--- src/rtl/uvd_pkg.sv ---
package uvd_pkg;
   localparam int APB_AW = 12;
   localparam int APB_DW = 32;
   // Printed offsets are register indices; byte address is four times the index
   localparam logic [9:0] IDX_DET_CTRL = 10'h0E4;
   localparam logic [9:0] IDX_AUX_TWO = 10'h0F7;
   localparam logic [9:0] IDX_INT_STAT = 10'h100;
   localparam logic [9:0] IDX_INT_MASK = 10'h101;
   localparam logic [11:0] ADDR_DET_CTRL = {IDX_DET_CTRL, 2'b00};
   localparam logic [11:0] ADDR_AUX_TWO = {IDX_AUX_TWO, 2'b00};
   localparam logic [11:0] ADDR_INT_STAT = {IDX_INT_STAT, 2'b00};
   localparam logic [11:0] ADDR_INT_MASK = {IDX_INT_MASK, 2'b00};
   localparam int SEL_W = 4;
   localparam int SEL_LSB = 0;
   localparam int FLAG_BIT = 4;
   localparam int SLEEP_POWER_SAVING_BIT = 5;
   localparam int EVT_LOW_BIT = 0;
   localparam logic [3:0] SEL_OFF = 4'h0;
   localparam logic [3:0] SEL_RST = 4'h0;
   localparam logic FLAG_RST = 1'b0;
   localparam logic [7:0] AUX_TWO_RST = 8'h06;
   localparam logic [0:0] INT_RST = 1'b0;
   localparam int SYNC_STAGES = 2;

   typedef enum logic [2:0] {
      UVD_FAST = 3'b000,
      UVD_SLOW = 3'b001,
      UVD_IDLE = 3'b010,
      UVD_HALT = 3'b011,
      UVD_STOP = 3'b100
   } uvd_mode_t;

   typedef struct packed {
      logic flag;
      logic [SEL_W-1:0] sel;
   } uvd_ctrl_t;

   typedef struct packed {
      logic pready;
      logic pslverr;
      logic [APB_DW-1:0] prdata;
   } uvd_apb_rsp_t;
endpackage : uvd_pkg

--- src/rtl/uvd_sync.sv ---
`timescale 1ns/1ps
module uvd_sync import uvd_pkg::*; #(
   parameter int W = 1
) (
   input wire logic clk_sys, // System clock
   input wire logic rst_n, // Synchronised reset, active low
   input wire logic [W-1:0] d, // Asynchronous level
   output logic [W-1:0] q // Synchronised level
);
   logic [W-1:0] meta_r;
   logic [W-1:0] q_r;

   // First stage feeds only the second
   always_ff @(posedge clk_sys or negedge rst_n) begin
      if (!rst_n) begin
         meta_r <= '0;
         q_r <= '0;
      end else begin
         meta_r <= d;
         q_r <= meta_r;
      end
   end

   assign q = q_r;
endmodule : uvd_sync

--- src/rtl/uvd_ctrl.sv ---
// Summary of operation
// - Bits 3 to 0 of the detector control register select the threshold, and code 0000 keeps the detector off.
// - Each nonzero code enables the detector at one of fifteen rising thresholds and is passed to the comparator.
// - Bit 4 of the detector control register is the low-supply flag, which software clears by writing zero.
// - Bit 5 of the auxiliary register, when set in Idle, Halt or Stop, forces the detector off.
// - In Fast or Slow, or in a sleep mode with the saving bit clear, the detector follows the code alone.
//
// Chosen here: the APB interface to the registers.
`timescale 1ns/1ps
module uvd_ctrl import uvd_pkg::*; (
   input wire logic clk_sys, // System clock, 100 MHz
   input wire logic resetn, // Asynchronous reset, active low
   input wire logic psel, // APB select
   input wire logic penable, // APB enable
   input wire logic pwrite, // APB direction, 1 = write
   input wire logic [APB_AW-1:0] paddr, // APB byte address
   input wire logic [APB_DW-1:0] pwdata, // APB write data
   output logic [APB_DW-1:0] prdata, // APB read data
   output logic pready, // APB ready
   output logic pslverr, // APB error on unmapped address
   input wire uvd_mode_t op_mode, // Chip operating mode
   input wire logic cmp_below, // Comparator: supply below threshold
   output logic det_enable, // Comparator enable
   output logic [SEL_W-1:0] threshold_select, // Threshold code to comparator
   output logic irq // Level interrupt
);
   logic [1:0] rst_pipe_r;
   logic rst_n;
   logic cmp_below_s;

   // Reset released through two flops
   always_ff @(posedge clk_sys or negedge resetn) begin
      if (!resetn) begin
         rst_pipe_r <= 2'b00;
      end else begin
         rst_pipe_r <= {rst_pipe_r[0], 1'b1};
      end
   end
   assign rst_n = rst_pipe_r[1];

   // Comparator output is analogue and asynchronous
   uvd_sync #(.W(1)) u_cmp_sync (
      .clk_sys(clk_sys),
      .rst_n(rst_n),
      .d(cmp_below),
      .q(cmp_below_s)
   );

   uvd_ctrl_t ctrl_r, ctrl_nxt;
   logic [7:0] aux_r, aux_nxt;
   logic [0:0] ist_r, ist_nxt;
   logic [0:0] imask_r, imask_nxt;
   logic det_en_r, det_en_nxt;
   logic [SEL_W-1:0] thr_r, thr_nxt;
   logic irq_r, irq_nxt;
   uvd_apb_rsp_t rsp_r, rsp_nxt;

   logic acc_start;
   logic acc_done;
   logic wr_done;
   logic sleeping;
   logic mapped;
   logic low_event;

   assign acc_start = psel && penable && !rsp_r.pready;
   assign acc_done = psel && penable && rsp_r.pready;
   assign wr_done = acc_done && pwrite && !rsp_r.pslverr;
   assign sleeping = (op_mode == UVD_IDLE) || (op_mode == UVD_HALT) || (op_mode == UVD_STOP);
   assign mapped = (paddr == ADDR_DET_CTRL) || (paddr == ADDR_AUX_TWO) ||
                   (paddr == ADDR_INT_STAT) || (paddr == ADDR_INT_MASK);
   // Gated by enable: comparator output is meaningless while it is powered down
   assign low_event = det_en_r && cmp_below_s;

   // APB slave: one wait state, answer on the second access edge
   always_comb begin
      rsp_nxt = rsp_r;
      rsp_nxt.pready = acc_start;
      if (acc_start) begin
         rsp_nxt.pslverr = !mapped;
         rsp_nxt.prdata = '0;
         if (!pwrite) begin
            case (paddr)
               ADDR_DET_CTRL: rsp_nxt.prdata[4:0] = {ctrl_r.flag, ctrl_r.sel};
               ADDR_AUX_TWO: rsp_nxt.prdata[7:0] = aux_r;
               ADDR_INT_STAT: rsp_nxt.prdata[0] = ist_r[0];
               ADDR_INT_MASK: rsp_nxt.prdata[0] = imask_r[0];
               default: rsp_nxt.prdata = '0;
            endcase
         end
      end else begin
         rsp_nxt.pslverr = 1'b0;
      end
   end

   // Register file
   always_comb begin
      ctrl_nxt = ctrl_r;
      aux_nxt = aux_r;
      ist_nxt = ist_r;
      imask_nxt = imask_r;
      if (wr_done) begin
         case (paddr)
            ADDR_DET_CTRL: begin
               ctrl_nxt.sel = pwdata[SEL_LSB +: SEL_W];
               // Writing one leaves the flag alone
               if (!pwdata[FLAG_BIT]) begin
                  ctrl_nxt.flag = 1'b0;
               end
            end
            ADDR_AUX_TWO: aux_nxt = pwdata[7:0];
            ADDR_INT_STAT: ist_nxt = ist_r & ~pwdata[EVT_LOW_BIT +: 1];
            ADDR_INT_MASK: imask_nxt = pwdata[EVT_LOW_BIT +: 1];
            default: ;
         endcase
      end
      // Hardware set wins over a clear in the same cycle
      if (low_event) begin
         ctrl_nxt.flag = 1'b1;
         ist_nxt[0] = 1'b1;
      end
   end

   // Detector enable and threshold toward the comparator
   always_comb begin
      det_en_nxt = 1'b0;
      thr_nxt = SEL_OFF;
      if (ctrl_r.sel == SEL_OFF) begin
         det_en_nxt = 1'b0;
      end else if (sleeping && aux_r[SLEEP_POWER_SAVING_BIT]) begin
         det_en_nxt = 1'b0;
      end else begin
         det_en_nxt = 1'b1;
         thr_nxt = ctrl_r.sel;
      end
      irq_nxt = |(ist_nxt & imask_nxt);
   end

   // Bus answer
   always_ff @(posedge clk_sys or negedge rst_n) begin
      if (!rst_n) begin
         rsp_r <= '0;
      end else begin
         rsp_r <= rsp_nxt;
      end
   end

   // Software-visible registers
   always_ff @(posedge clk_sys or negedge rst_n) begin
      if (!rst_n) begin
         ctrl_r <= '{flag: FLAG_RST, sel: SEL_RST};
         aux_r <= AUX_TWO_RST;
         ist_r <= INT_RST;
         imask_r <= INT_RST;
      end else begin
         ctrl_r <= ctrl_nxt;
         aux_r <= aux_nxt;
         ist_r <= ist_nxt;
         imask_r <= imask_nxt;
      end
   end

   // Comparator drive and interrupt line
   always_ff @(posedge clk_sys or negedge rst_n) begin
      if (!rst_n) begin
         det_en_r <= 1'b0;
         thr_r <= SEL_OFF;
         irq_r <= 1'b0;
      end else begin
         det_en_r <= det_en_nxt;
         thr_r <= thr_nxt;
         irq_r <= irq_nxt;
      end
   end

   assign prdata = rsp_r.prdata;
   assign pready = rsp_r.pready;
   assign pslverr = rsp_r.pslverr;
   assign det_enable = det_en_r;
   assign threshold_select = thr_r;
   assign irq = irq_r;
endmodule : uvd_ctrl

--- config.mk ---
export PLATFORM = sky130hd
export DESIGN_NAME = uvd_ctrl
export DESIGN_NICKNAME = d
export VERILOG_FILES = /design/src/rtl/uvd_pkg.sv /design/src/rtl/uvd_sync.sv /design/src/rtl/uvd_ctrl.sv
export SDC_FILE = /design/constraint.sdc
export NUM_CORES = 1
export LEC_CHECK = 0
export BUFFER_PORTS_ARGS = -buffer_cell sky130_fd_sc_hd__buf_2
export CAP_MARGIN = 20
export CELL_PAD_IN_SITES_DETAIL_PLACEMENT = 0
export CELL_PAD_IN_SITES_GLOBAL_PLACEMENT = 1
export CORE_ASPECT_RATIO = 0.7
export CORE_UTILIZATION = 35
export CTS_CLUSTER_DIAMETER = 120
export CTS_CLUSTER_SIZE = 30
export DETAILED_ROUTE_END_ITERATION = 8
export PLACE_DENSITY = 0.82
export SLEW_MARGIN = 30
export SYNTH_ARGS = -nofsm -noshare
export SYNTH_HDL_FRONTEND = slang
export SYNTH_SLANG_ARGS = --single-unit
--- constraint.sdc ---
create_clock -name clk_sys -period 3 [get_ports clk_sys]
set_clock_uncertainty 0.1 [all_clocks]
set_input_delay 0.3 -clock clk_sys [delete_from_list [all_inputs] [get_ports clk_sys]]
set_output_delay 0.3 -clock clk_sys [all_outputs]
set_load 0.005 [all_outputs]
==> results.sh <==
export IMPL_finalHoldViolCount=0
export IMPL_start_kind="flop"
export IMPL_layout_commonest_cell="buf_2"
export IMPL_clockBufferDepth=2
export IMPL_syn_area_per_cell_um2=11.8
export IMPL_initial_utilization=0.373
export IMPL_r2r_cells=3
export IMPL_cts_setup_buffers=0
export IMPL_grtUsageTotal=0.137
export IMPL_timing_final_crit_share=0.605
export IMPL_cts_buffers=5
export IMPL_grt_pass1_vias=1045
export IMPL_cellPowerDensity_nw_per_um2=518
export IMPL_violations="design-rule violations"
export IMPL_cts_htree_levels=2
export IMPL_design_die_area_um2=5030
export IMPL_hpwl_mm=2.34
export IMPL_clk_latency_ps=290
export IMPL_cts_tree="built"
export IMPL_ys_seq_elements=35
export IMPL_antenna_found_initial=0
export IMPL_drv_cap=0
export IMPL_pwr_share_clk=0.485
export IMPL_drt_iter0_markers=84
export IMPL_area_growth_pct=21.1
export IMPL_synthAdderAreaFrac=0
export IMPL_port_buffers=44
export IMPL_cts_repair_resized=0
export IMPL_synth_xor_area_frac=0
export IMPL_final_cells=248
export IMPL_dp_cells=238
export IMPL_final_nets=245
export IMPL_detail_route_vias_per_cell=4.68
export IMPL_synth_mux_area_fraction=0.102
export IMPL_grt_pass1_wl_mm=5.06
export IMPL_status="finished with violations"
export IMPL_end_kind="flop"
export IMPL_rows=20
export IMPL_tns_ps=0
export IMPL_rsz0062_at_grt="false"
export IMPL_p_seq_frac=0.459
export IMPL_die_h_um=59.6
export IMPL_slew_violations=0
export IMPL_cts_sinks=35
export IMPL_synth_top_family_by_area="simple AND/OR/NAND/NOR gates"
export IMPL_layout_common_cells="44 x buf_2, 33 x dfrtp_1, 25 x conb_1, 15 x mux2_2"
export IMPL_synth_edf_count=0
export IMPL_dr_total_vias=1160
export IMPL_final_antenna_net_count=0
export IMPL_min_from="pwdata[6]"
export IMPL_reg2reg_from="pslverr"
export IMPL_yosysSeqAreaShare=0.529
export IMPL_setup_viol=0
export IMPL_peakVddDrop_mv=0.272
export IMPL_cpMaxStageDelayCell="or3_1"
export IMPL_drive_above_1_share=0.394
export IMPL_ys_types=34
export IMPL_synthFlopType="dfrtp_1"
export IMPL_grt_max_degree=34
export IMPL_fin_crit_ps=1810
export IMPL_routed_wl_mm=3.18
export IMPL_crit_fanout=8
export IMPL_synth_compound_area_frac=0.0919
export IMPL_fmax_mhz=551
export IMPL_path_cells="or3_1, nor2_4, mux2_2"
export IMPL_chipWidth_um=84.3
export IMPL_power_mw=1.04
export IMPL_cts_hold_buf=1
export IMPL_io_pins=93
export IMPL_cp_required_ps=3070
export IMPL_synthArstFlopShare=1.00
export IMPL_crit_path_max_incr_delay_ps=550
export IMPL_syn_inst=141
export IMPL_overflow=0
export IMPL_p_comb_frac=0.056
export IMPL_worst_hold_path_type="in -> reg"
export IMPL_critPathKind="reg -> reg"
export IMPL_utilization=0.451
export IMPL_synth_simple_gate_area_frac=0.150
export IMPL_switching_power_uw=212
export IMPL_crit_start="pslverr"
export IMPL_clockRootBuffer="clkbuf_8"
export IMPL_firstDrtPassIters=6
export IMPL_slew_headroom=0.601
export IMPL_wire_per_inst_um=12.8
export IMPL_diodes=0
export IMPL_worst_slew_pin_slew_ps=594
export IMPL_yosysWarnings=0
export IMPL_coreArea_um2=4450
export IMPL_crit_arrival_ps=1880
export IMPL_clkTransAtPathRegs_ps=80
export IMPL_gp_congestion=0.775
export IMPL_intPower_uw=830
export IMPL_drc=7
export IMPL_power_leakage_nw=1.04
export IMPL_syn_area_um2=1660
export IMPL_p_sw_frac=0.203
export IMPL_hold_path_depth=2
sequential cells by signal (all words and copies together) (netlist names):
signal / cells
aux_r: 8
ctrl_r: 5
det_enable: 1
imask_r: 1
irq: 1
ist_r: 1
prdata: 8
pready: 1
pslverr: 1
rst_pipe_r: 2
threshold_select: 4
u_cmp_sync.meta_r: 1
u_cmp_sync.q: 1
cell families after synthesis:
family,count (synthesis)
AOI/OAI and AO/OA,18
other,2
buffers and inverters,30
DFF,35
muxes,15
and+or+nand+nor,41
path summary, 6_finish.rpt:
check | slack [ps] | endpoint
setup / recovery | 1190 | aux_r[3]
max in group asynchronous | 2300 | aux_r[1]
hold reg to reg | 170 | ctrl_r[1]
setup reg to reg | 1190 | aux_r[3]
hold / removal | 140 | aux_r[6]
min in group asynchronous | 170 | ctrl_r[1]
through the flow:
stage | hold WS, ps | worst slack (ps) | cell area (um2)
after floorplan | -95.6 | 1290 | 1750
after global placement | -13.7 | 939 | 1850
after detailed placement | -13.6 | 944 | 1850
after CTS | 7.17 | 1180 | 2000
after global routing | 137 | 1100 | 2010
final | 141 | 1190 | 2010
synthesized netlist by cell type, drive strengths merged, types with 2 or more instances:
cell type / number / area, um2
dfrtp: 33 / 826
buf: 25 / 185
mux2: 15 / 169
and2: 8 / 50.1
nand2: 8 / 30.0
a221o: 4 / 40.0
inv: 4 / 15.0
nand4: 4 / 25.0
nor2: 4 / 25.0
nor3: 4 / 25.0
nor4: 4 / 31.3
a22o: 3 / 26.3
a21oi: 2 / 10.0
conb: 2 / 7.51
dfstp: 2 / 52.6
nand3: 2 / 10.0
o211ai: 2 / 15.0
o31a: 2 / 17.5
o31ai: 2 / 15.0
or3: 2 / 12.5
power groups by stage:
| stage | sequential (mW) | clock, mW | combinational (mW) |
|---|---|---|---|
| after floorplan | 0.493 | 0 | 0.0416 |
| after global placement | 0.486 | 0 | 0.0565 |
| after detailed placement | 0.486 | 0 | 0.0566 |
| after CTS | 0.477 | 0.516 | 0.0579 |
| after global routing | 0.478 | 0.541 | 0.0673 |
| final | 0.477 | 0.505 | 0.0587 |
worst max-delay path: cells and delay by family, from the launching register on:
family,cells,cell delay (ps)
multiplexers,1,370
AND/OR/NAND/NOR,2,860
flip-flops,1,370
cell type report:
cell class                      instances  area [um2]
Sequential cell                        35         878
Clock buffer                            5        68.8
Multi-Input combinational cell         99         664
Timing Repair Buffer                   47         248
Clock inverter                          3        67.6
Tap cell                               55        68.8
Inverter                                4        15.0
Fill cell                             436        2440
layer usage:
layer	vias up	share of wire	GRT usage
met5	-	0	0
met4	0	0.010	0.0591
li1	559	-	-
met3	5	0.060	0.0501
met2	35	0.44	0.194
met1	561	0.49	0.189
No activity file was read; power rests on OpenSTA's default activity.
